`src/rtl/plb_pkg.sv`:
```
package plb_pkg;

    localparam int PLB_ADDR_W = 7;
    localparam int PLB_DATA_W = 8;

    // register offsets on the serial interface
    localparam logic [6:0] PLB_ADDR_SECOND_BW = 7'h66;
    localparam logic [6:0] PLB_ADDR_FIRST_LOCKED_BW = 7'h67;
    localparam logic [6:0] PLB_ADDR_FIRST_ACQUIRE_BW = 7'h69;

    // reset values, whole byte as read back
    localparam logic [7:0] PLB_RST_SECOND_BW = 8'h00;
    localparam logic [7:0] PLB_RST_FIRST_LOCKED_BW = 8'h10;
    localparam logic [7:0] PLB_RST_FIRST_ACQUIRE_BW = 8'h11;

    // field widths; the acquisition field is four bits wide, code in [1:0]
    localparam int PLB_BW_SEL_W = 2;
    localparam int PLB_ACQ_FIELD_W = 4;
    localparam logic [7:0] PLB_MASK_BW_SEL = 8'h03;
    localparam logic [7:0] PLB_MASK_ACQ_FIELD = 8'h0f;

    // second loop codes
    localparam logic [1:0] PLB_SEC_CODE_18 = 2'h0;
    localparam logic [1:0] PLB_SEC_CODE_35 = 2'h1;
    localparam logic [1:0] PLB_SEC_CODE_70 = 2'h2;
    localparam logic [1:0] PLB_SEC_CODE_BAD = 2'h3;

    // first loop codes, shared by locked and acquisition fields
    localparam logic [1:0] PLB_FIRST_CODE_18 = 2'h3;
    localparam logic [1:0] PLB_FIRST_CODE_35 = 2'h0;
    localparam logic [1:0] PLB_FIRST_CODE_70 = 2'h1;
    localparam logic [1:0] PLB_FIRST_CODE_BAD = 2'h2;

    localparam logic [7:0] PLB_RD_UNMAPPED = 8'h00;

    typedef enum logic [1:0] {
        PLB_BW_18,
        PLB_BW_35,
        PLB_BW_70,
        PLB_BW_NONE
    } plb_bw_e;

    typedef enum logic {
        PLB_ST_ACQUIRE,
        PLB_ST_LOCKED
    } plb_state_e;

endpackage

```
`src/rtl/plb_bw_if.sv`:
```
`timescale 1ns/1ps
interface plb_bw_if;
    import plb_pkg::*;
    logic [1:0] code;
    plb_bw_e bw;
    logic valid;
    modport src (output code, input bw, input valid);
    modport dec (input code, output bw, output valid);
endinterface

```
`src/rtl/plb_bw_decode.sv`:
```
`timescale 1ns/1ps
module plb_bw_decode
    import plb_pkg::*;
#(
    parameter bit FIRST_LOOP = 1'b0
) (
    plb_bw_if.dec port
);

    always_comb begin
        port.bw = PLB_BW_NONE;
        port.valid = 1'b0;
        if (FIRST_LOOP) begin
            case (port.code)
                PLB_FIRST_CODE_18: begin
                    port.bw = PLB_BW_18;
                    port.valid = 1'b1;
                end
                PLB_FIRST_CODE_35: begin
                    port.bw = PLB_BW_35;
                    port.valid = 1'b1;
                end
                PLB_FIRST_CODE_70: begin
                    port.bw = PLB_BW_70;
                    port.valid = 1'b1;
                end
                default: begin
                    port.bw = PLB_BW_NONE;
                    port.valid = 1'b0;
                end
            endcase
        end else begin
            case (port.code)
                PLB_SEC_CODE_18: begin
                    port.bw = PLB_BW_18;
                    port.valid = 1'b1;
                end
                PLB_SEC_CODE_35: begin
                    port.bw = PLB_BW_35;
                    port.valid = 1'b1;
                end
                PLB_SEC_CODE_70: begin
                    port.bw = PLB_BW_70;
                    port.valid = 1'b1;
                end
                default: begin
                    port.bw = PLB_BW_NONE;
                    port.valid = 1'b0;
                end
            endcase
        end
    end

endmodule // plb_bw_decode

```
`src/rtl/plb_cfg.sv`:
```
`timescale 1ns/1ps
// How it works
// - Second loop codes 00, 01, 10 give 18, 35, 70 Hz; 11 is invalid.
// - First loop locked codes 11, 00, 01 give 18, 35, 70 Hz; 10 is unused.
// - In auto mode while acquiring, the acquisition field applies alike.
// - The auto bit picks locked always, or acquisition until phase lock.
module plb_cfg
    import plb_pkg::*;
(
    input wire logic clk,
    input wire logic rst,
    input wire logic [6:0] reg_addr,
    input wire logic reg_wr_en,
    input wire logic [7:0] reg_wr_data,
    input wire logic reg_rd_en,
    output logic [7:0] reg_rd_data,
    output logic reg_rd_valid,
    input wire logic auto_acq_bw_en,
    input wire logic phase_locked,
    output plb_bw_e second_loop_bw_sel,
    output plb_bw_e first_loop_bw_sel,
    output logic first_loop_acquiring,
    output logic bw_code_bad
);

    logic [1:0] sec_ff;
    logic [1:0] nxt_sec;
    logic [1:0] lck_ff;
    logic [1:0] nxt_lck;
    logic [3:0] acq_ff;
    logic [3:0] nxt_acq;
    logic [7:0] rd_data_ff;
    logic [7:0] nxt_rd_data;
    logic rd_valid_ff;
    logic nxt_rd_valid;
    plb_state_e state_ff;
    plb_state_e nxt_state;
    plb_bw_e sec_bw_ff;
    plb_bw_e nxt_sec_bw;
    plb_bw_e first_bw_ff;
    plb_bw_e nxt_first_bw;
    logic acquiring_ff;
    logic nxt_acquiring;
    logic bad_ff;
    logic nxt_bad;
    logic sel_valid;
    plb_bw_e sel_bw;

    plb_bw_if sec_if ();
    plb_bw_if lck_if ();
    plb_bw_if acq_if ();

    assign sec_if.code = sec_ff;
    assign lck_if.code = lck_ff;
    assign acq_if.code = acq_ff[1:0];

    plb_bw_decode #(.FIRST_LOOP(1'b0)) u_sec_dec (.port(sec_if.dec));
    plb_bw_decode #(.FIRST_LOOP(1'b1)) u_lck_dec (.port(lck_if.dec));
    plb_bw_decode #(.FIRST_LOOP(1'b1)) u_acq_dec (.port(acq_if.dec));

    // register writes and reads
    always_comb begin
        nxt_sec = sec_ff;
        nxt_lck = lck_ff;
        nxt_acq = acq_ff;
        nxt_rd_valid = reg_rd_en;
        nxt_rd_data = rd_data_ff;
        if (reg_wr_en) begin
            case (reg_addr)
                PLB_ADDR_SECOND_BW: nxt_sec = reg_wr_data[1:0];
                PLB_ADDR_FIRST_LOCKED_BW: nxt_lck = reg_wr_data[1:0];
                PLB_ADDR_FIRST_ACQUIRE_BW: nxt_acq = reg_wr_data[3:0];
                default: nxt_sec = sec_ff;
            endcase
        end
        if (reg_rd_en) begin
            // upper bits are not stored; they read as the reset pattern
            case (reg_addr)
                PLB_ADDR_SECOND_BW:
                    nxt_rd_data = (PLB_RST_SECOND_BW & ~PLB_MASK_BW_SEL)
                        | {6'h00, sec_ff};
                PLB_ADDR_FIRST_LOCKED_BW:
                    nxt_rd_data = (PLB_RST_FIRST_LOCKED_BW & ~PLB_MASK_BW_SEL)
                        | {6'h00, lck_ff};
                PLB_ADDR_FIRST_ACQUIRE_BW:
                    nxt_rd_data =
                        (PLB_RST_FIRST_ACQUIRE_BW & ~PLB_MASK_ACQ_FIELD)
                        | {4'h0, acq_ff};
                default: nxt_rd_data = PLB_RD_UNMAPPED;
            endcase
        end
    end

    always_ff @(posedge clk) begin
        if (rst) begin
            sec_ff <= PLB_RST_SECOND_BW[1:0];
            lck_ff <= PLB_RST_FIRST_LOCKED_BW[1:0];
            acq_ff <= PLB_RST_FIRST_ACQUIRE_BW[3:0];
            rd_data_ff <= PLB_RD_UNMAPPED;
            rd_valid_ff <= 1'b0;
        end else begin
            sec_ff <= nxt_sec;
            lck_ff <= nxt_lck;
            acq_ff <= nxt_acq;
            rd_data_ff <= nxt_rd_data;
            rd_valid_ff <= nxt_rd_valid;
        end
    end

    // acquisition tracking; loss of lock goes back to acquisition
    always_comb begin
        nxt_state = PLB_ST_LOCKED;
        case (state_ff)
            PLB_ST_ACQUIRE: begin
                if (!auto_acq_bw_en || phase_locked) begin
                    nxt_state = PLB_ST_LOCKED;
                end else begin
                    nxt_state = PLB_ST_ACQUIRE;
                end
            end
            PLB_ST_LOCKED: begin
                if (auto_acq_bw_en && !phase_locked) begin
                    nxt_state = PLB_ST_ACQUIRE;
                end else begin
                    nxt_state = PLB_ST_LOCKED;
                end
            end
            default: nxt_state = PLB_ST_LOCKED;
        endcase
    end

    always_ff @(posedge clk) begin
        if (rst) begin
            state_ff <= PLB_ST_LOCKED;
        end else begin
            state_ff <= nxt_state;
        end
    end

    // applied bandwidths; an invalid code holds the last good setting so
    // that a bad write never disturbs a running loop
    always_comb begin
        sel_bw = lck_if.bw;
        sel_valid = lck_if.valid;
        if (state_ff == PLB_ST_ACQUIRE) begin
            sel_bw = acq_if.bw;
            sel_valid = acq_if.valid;
        end
        nxt_sec_bw = sec_bw_ff;
        if (sec_if.valid) begin
            nxt_sec_bw = sec_if.bw;
        end
        nxt_first_bw = first_bw_ff;
        if (sel_valid) begin
            nxt_first_bw = sel_bw;
        end
        nxt_acquiring = (state_ff == PLB_ST_ACQUIRE);
        nxt_bad = !sec_if.valid || !sel_valid;
    end

    always_ff @(posedge clk) begin
        if (rst) begin
            sec_bw_ff <= PLB_BW_18;
            first_bw_ff <= PLB_BW_35;
            acquiring_ff <= 1'b0;
            bad_ff <= 1'b0;
        end else begin
            sec_bw_ff <= nxt_sec_bw;
            first_bw_ff <= nxt_first_bw;
            acquiring_ff <= nxt_acquiring;
            bad_ff <= nxt_bad;
        end
    end

    assign reg_rd_data = rd_data_ff;
    assign reg_rd_valid = rd_valid_ff;
    assign second_loop_bw_sel = sec_bw_ff;
    assign first_loop_bw_sel = first_bw_ff;
    assign first_loop_acquiring = acquiring_ff;
    assign bw_code_bad = bad_ff;
endmodule // plb_cfg

```
`config.mk`:
```
export PLATFORM = sky130hd
export DESIGN_NAME = plb_cfg
export DESIGN_NICKNAME = d
export VERILOG_FILES = /design/src/rtl/plb_pkg.sv /design/src/rtl/plb_bw_if.sv /design/src/rtl/plb_bw_decode.sv /design/src/rtl/plb_cfg.sv
export SDC_FILE = /design/constraint.sdc
export NUM_CORES = 1
export LEC_CHECK = 0
export BUFFER_PORTS_ARGS = -buffer_cell sky130_fd_sc_hd__buf_2
export CAP_MARGIN = 20
export CORE_MARGIN = 3
export CORE_UTILIZATION = 51
export CTS_BUF_LIST = sky130_fd_sc_hd__clkbuf_4
export CTS_CLUSTER_DIAMETER = 120
export DETAILED_ROUTE_END_ITERATION = 12
export PLACE_DENSITY = 0.81
export SETUP_SLACK_MARGIN = 0.05
export SYNTH_ARGS = -nofsm -noshare
export SYNTH_HDL_FRONTEND = slang
export SYNTH_HIERARCHICAL = 1
export SYNTH_SLANG_ARGS = --single-unit
```
`constraint.sdc`:
```
create_clock -name clk -period 1.9 [get_ports clk]
set_clock_uncertainty 0.05 [all_clocks]
set_input_delay 0 -clock clk [delete_from_list [all_inputs] [get_ports clk]]
set_output_delay 0 -clock clk [all_outputs]
set_load 0.02 [all_outputs]
```
==> impl_metrics.tcl, run 1 <==
set metrics [dict create \
    antenna_cells 0 \
    gp_congestion 0.757 \
    instances_no_fill 173 \
    grtUsageTotal_pct 19.9 \
    cts_tree "done" \
    dr.pass1.iters 4 \
    cts-resized-gates 0 \
    drt_iter0_drc 16 \
    dieArea_um2 2640 \
    num_rows 15 \
    status "finished with violations" \
    antenna_found_initial 0 \
    end_kind "register" \
    wl_per_cell_um 13.7 \
    fill_cells 145 \
    slew_violations 0 \
    area.growth.synth_to_final_pct 28.6 \
    netlist_area_um2 1050 \
    violations "negative hold slack" \
    start_util_pct 57.0 \
    p_leak_nw 0.617 \
    cts_root_buffer "clkbuf_4" \
    ios 36 \
    clkTransAtPathRegs_ns 0.12 \
    syn_avg_cell_area_um2 9.71 \
    fin_util_pct 73.3 \
    grt_max_degree 26 \
    grt_first_pass_wirelength_um 3820 \
    core_area_um2 1840 \
    ys_seq_elements 21 \
    seq_area_frac_synth_pct 40.1 \
    nets 176 \
    grt-ovfl-total 0 \
    avgViaCountPerCell 5.12 \
    hold_viol 1 \
    cp-start-kind "primary input" \
    powerDensity_nw_per_um2 569 \
    dieWidth_um 51.3 \
    path_cells "dlygate4sd3_1 -> buf_2 -> nor3b_4 -> dlygate4sd3_1 -> nand4_1 -> a21oi_1" \
    holdCritPathClass "primary input to register" \
    ant_nets 0 \
    h-tree-depth 1 \
    min_path_cells 3 \
    worstSkewPairLatency_ns 0.30 \
    cpMostUsedCell "dlygate4sd3_1" \
    syn_inst 108 \
    grt_pass1_vias 822 \
    crit_type "primary input to register" \
    max_freq_mhz 605 \
    cts_buffer_depth 2 \
    dr_total_vias 885 \
    cts_made_buffers 3 \
    port_buffers 28 \
    worstPathArrival_ns 1.84 \
    wl_um 2380 \
    timing.hold.ws_ns -0.00203 \
    r2r_cells 6 \
    crit_fanout 6 \
    worst_ir_drop_vdd_mv 0.451 \
    setup_viol 0 \
    crit_path_top_delay_cell "dlygate4sd3_1" \
    synth_cell_types 27 \
    rsz0062_at_grt "false" \
    fin_tns_setup_ns 0 \
    fin_crit_ns 1.65 \
    cts.sinks 21 \
    route.detailed.drc 0 \
    dpl.cell_count 155 \
    die_y_um 51.3 \
    power_uw 768 \
    fin_crit_sh_pct 87.0 \
    dp_hpwl_um 1550 \
    yosys_warnings 6 \
    max_stage_delay_ns 0.62 \
    cp.required_ns 2.09 \
    maxCapViolations 0 \
    drive_gt1_share_pct 26.4 \
]
## cell type report
type | instances | area (µm²) | area share [%]
Clock buffer | 4 | 30.0 | 2.23
Tap cell | 25 | 31.3 | 2.32
Inverter | 6 | 22.5 | 1.67
Timing Repair Buffer | 42 | 280 | 20.8
Multi-Input combinational cell | 75 | 564 | 41.8
Sequential cell | 21 | 420 | 31.2
## cell families (layout without fill, tap and decap cells)
kind of cell,count (synthesis),in the layout,share of synthesized area [%]
other,1,3,0.358
adder cells (fa/ha/maj),6,6,7.16
buffers and inverters,14,52,6.80
AO/OA/AOI/OAI,10,10,5.97
flip-flops,21,21,40.1
AND/OR/NAND/NOR,40,40,23.9
multiplexers,16,16,15.8
## power by group
group	switching, mW	total (mW)	internal [mW]
clock	0.137	0.233	0.0961
sequential	0.00257	0.447	0.445
combinational	0.0416	0.0878	0.0462
## flip-flops by register name, indices dropped and copies added, names as in the netlist
signal,cells
state_ff,1
acq_ff,4
bw_code_bad,1
first_loop_bw_sel,2
sec_ff,2
lck_ff,2
second_loop_bw_sel,2
first_loop_acquiring,1
reg_rd_data,5
reg_rd_valid,1
## synth_stat cells
master | instances | area, µm²
and3_1 | 2 | 12.5
o211ai_1 | 1 | 7.51
nand2b_1 | 15 | 93.8
and4bb_2 | 1 | 12.5
nand2_1 | 4 | 15.0
buf_6 | 1 | 11.3
nand4b_1 | 1 | 8.76
and3b_1 | 1 | 8.76
nand3_1 | 1 | 5.00
a21oi_1 | 4 | 20.0
clkbuf_1 | 4 | 15.0
nor2_1 | 8 | 30.0
mux2i_1 | 12 | 120
a211oi_1 | 1 | 7.51
dfxtp_1 | 21 | 420
nor2b_1 | 1 | 6.26
nor3b_4 | 1 | 18.8
and4b_4 | 1 | 13.8
mux2_2 | 4 | 45.0
o21ai_0 | 2 | 10.0
buf_4 | 3 | 22.5
ha_1 | 6 | 75.1
nand4_1 | 2 | 12.5
inv_1 | 6 | 22.5
a32oi_1 | 2 | 17.5
or2_1 | 2 | 12.5
conb_1 | 1 | 3.75
## critical path, delay by kind of cell
kind                   cells  cell delay (ns)
AND/OR/NAND/NOR            2             0.39
AO/OA/AOI/OAI              1             0.18
buffers and inverters      3             1.28
## path summary, 6_finish.rpt
check | startpoint | to | slack, ns
hold reg to reg | reg_rd_data[0] | reg_rd_data[0] | 0.41
hold / removal | reg_addr[5] | reg_rd_data[1] | -0.002
setup / recovery | reg_addr[1] | reg_rd_data[2] | 0.25
setup reg to reg | acq_ff[0] | first_loop_bw_sel[0] | 0.36
## metrics by stage
stage | instance area, µm² | setup WS, ns
finish | 1350 | 0.246
CTS | 1350 | 0.291
global route | 1350 | 0.205
floorplan | 1060 | 0.536
global placement | 1180 | 0.475
detailed placement | 1180 | 0.420
## routing by layer
layer | vias up | global-route usage (%) | part of all wire, % | routed length (µm)
met5 | - | 0 | 0 | 0
met1 | 416 | 24.5 | 44 | 1050
met2 | 24 | 32.6 | 50 | 1180
met3 | 6 | 3.79 | 3.5 | 82
met4 | 0 | 10.9 | 2.9 | 69
li1 | 439 | - | - | -
## cell usage in the layout (no fill, tap or decap)
cell type,count
o21ai_0,2
dfxtp_1,21
a211oi_1,1
and3_1,2
a21oi_1,4
nand3_1,1
and4b_4,1
clkbuf_4,4
nand2_1,4
nor2b_1,1
nand4_1,2
mux2_2,4
nor3b_4,1
nor2_1,8
nand4b_1,1
mux2i_1,12
o211ai_1,1
ha_1,6
and3b_1,1
inv_1,6
a32oi_1,2
and4bb_2,1
conb_1,3
nand2b_1,15
buf_2,28
dlygate4sd3_1,14
or2_1,2
## what timing repair did
item / 4_1_cts / 5_1_grt
hold buffers: 14 / 0
buffers inserted: 0 / 0
hold endpoints to repair: 15 / 0
setup endpoints to repair: 0 / 0
Power figures use the tool's default switching activity.
==> inputs of run 2 (changes only) <==
--- a/config.mk
+++ b/config.mk
@@ -7,6 +7,7 @@
 export LEC_CHECK = 0
 export BUFFER_PORTS_ARGS = -buffer_cell sky130_fd_sc_hd__buf_2
 export CAP_MARGIN = 20
+export CORE_ASPECT_RATIO = 1.2
 export CORE_MARGIN = 3
 export CORE_UTILIZATION = 51
 export CTS_BUF_LIST = sky130_fd_sc_hd__clkbuf_4
==> impl_metrics.tcl, run 2 (same netlist as run 1, synthesis figures left out) <==
set metrics [dict create \
    status "complete, no violations" \
    grt_max_degree 26 \
    clkTransAtPathRegs_ns 0.11 \
    cts.sinks 21 \
    path_buf_inv 3 \
    hold_viol 0 \
    wl_per_cell_um 13.2 \
    fin_area_um2 1320 \
    crit_type "primary input to register" \
    worst_ir_drop_vdd_mv 0.410 \
    area.growth.synth_to_final_pct 26.0 \
    cts_buffer_depth 2 \
    cts_tree "done" \
    crit_fanout 5 \
    crit_path_top_delay_cell "dlygate4sd3_1" \
    grt_pass1_vias 845 \
    post_cts_buffers 0 \
    ios 36 \
    port_buffers 28 \
    powerDensity_nw_per_um2 574 \
    drive_gt1_share_pct 26.7 \
    drt_iter0_drc 23 \
    dp_slack_ns 0.426 \
    cp-start-kind "primary input" \
    slew_violations 0 \
    gp_congestion 0.762 \
    rsz0062_at_grt "false" \
    nets 174 \
    cpMostUsedCell "dlygate4sd3_1" \
    largest_register_ffs 5 \
    power_uw 758 \
    dieWidth_um 47.4 \
    fill_cells 149 \
    max_freq_mhz 607 \
    fin_crit_sh_pct 86.7 \
    cts_made_buffers 3 \
    crit_family "buffers and inverters" \
    worstPathArrival_ns 1.85 \
    start_util_pct 55.4 \
    num_rows 17 \
    fin_tns_setup_ns 0 \
    place_area_um2 1170 \
    dr.pass1.iters 4 \
    grt-ovfl-total 0 \
    h-tree-depth 1 \
    avgViaCountPerCell 5.27 \
    max_stage_delay_ns 0.57 \
    grtUsageTotal_pct 18.7 \
    p_leak_nw 0.609 \
    layout_setup_ws_ns 0.253 \
    route.detailed.drc 0 \
    holdCritPathClass "primary input to register" \
    dr_total_vias 870 \
    maxCapViolations 0 \
    core_area_um2 1890 \
    path_cells "dlygate4sd3_1 -> buf_2 -> and4b_4 -> nand3_1 -> mux2i_1 -> dlygate4sd3_1" \
    worstSkewPairLatency_ns 0.30 \
    layout_common_cells "28 x buf_2, 21 x dfxtp_1, 15 x nand2b_1" \
    fin_crit_ns 1.65 \
    cts_root_buffer "clkbuf_4" \
    dp_hpwl_um 1500 \
    dieArea_um2 2640 \
    ant_nets 0 \
    end_kind "register" \
    die_y_um 55.7 \
    mostFrequentLayoutCell "buf_2" \
    wl_um 2180 \
    antenna_cells 0 \
    grt_first_pass_wirelength_um 3640 \
    cp.required_ns 2.11 \
    antenna_found_initial 0 \
    setup_viol 0 \
]
run 2: worst paths after layout:
path / end / cells past startpoint / start / slack (ns)
setup reg to reg: first_loop_bw_sel[0] / 6 / acq_ff[0] / 0.41
setup / recovery: lck_ff[0] / 6 / reg_addr[6] / 0.25
hold / removal: first_loop_acquiring / 2 / rst / 0.01
hold reg to reg: reg_rd_data[1] / 2 / reg_rd_data[1] / 0.43
run 2: cell type report:
| class | count | area (µm²) | share of cell area (%) |
|---|---|---|---|
| Tap cell | 19 | 23.8 | 1.80 |
| Multi-Input combinational cell | 75 | 564 | 42.7 |
| Timing Repair Buffer | 40 | 260 | 19.7 |
| Inverter | 6 | 22.5 | 1.70 |
| Sequential cell | 21 | 420 | 31.8 |
| Clock buffer | 4 | 30.0 | 2.27 |
run 2: worst register-to-register path: stages, from the launching register on:
cell and delay (ns):
dfxtp_1 0.39, inv_1 0.10, ha_1 0.20, or2_1 0.22, mux2_2 0.25, mux2i_1 0.13
nand2b_1 0.06
run 2: repair_timing:
item	CTS	global route
hold buffers	12	0
hold endpoints to repair	15	0
resized for setup	0	0
run 2: power by group:
group          switching, mW  internal [mW]  total, mW  leakage, nW
logic                 0.0397         0.0426     0.0822        0.421
registers            0.00245          0.444      0.447        0.170
clock network          0.132         0.0963      0.229       0.0184
run 2: per-stage QoR:
step,hold slack [ns],instances,util (%)
CTS,0.00512,165,69.8
finish,0.0132,165,69.8
global route,0.0394,165,69.8
floorplan,0.0119,110,-
global placement,0.112,149,61.9
detailed placement,0.122,149,61.9
run 2: per-layer routing:
layer / global-route usage, % / routed length, µm / part of all wire [%]
met3: 4.21 / 65 / 3.0
met2: 31.2 / 1160 / 53
met4: 7.11 / 53 / 2.4
met5: 0 / 0 / 0
met1: 21.9 / 898 / 41
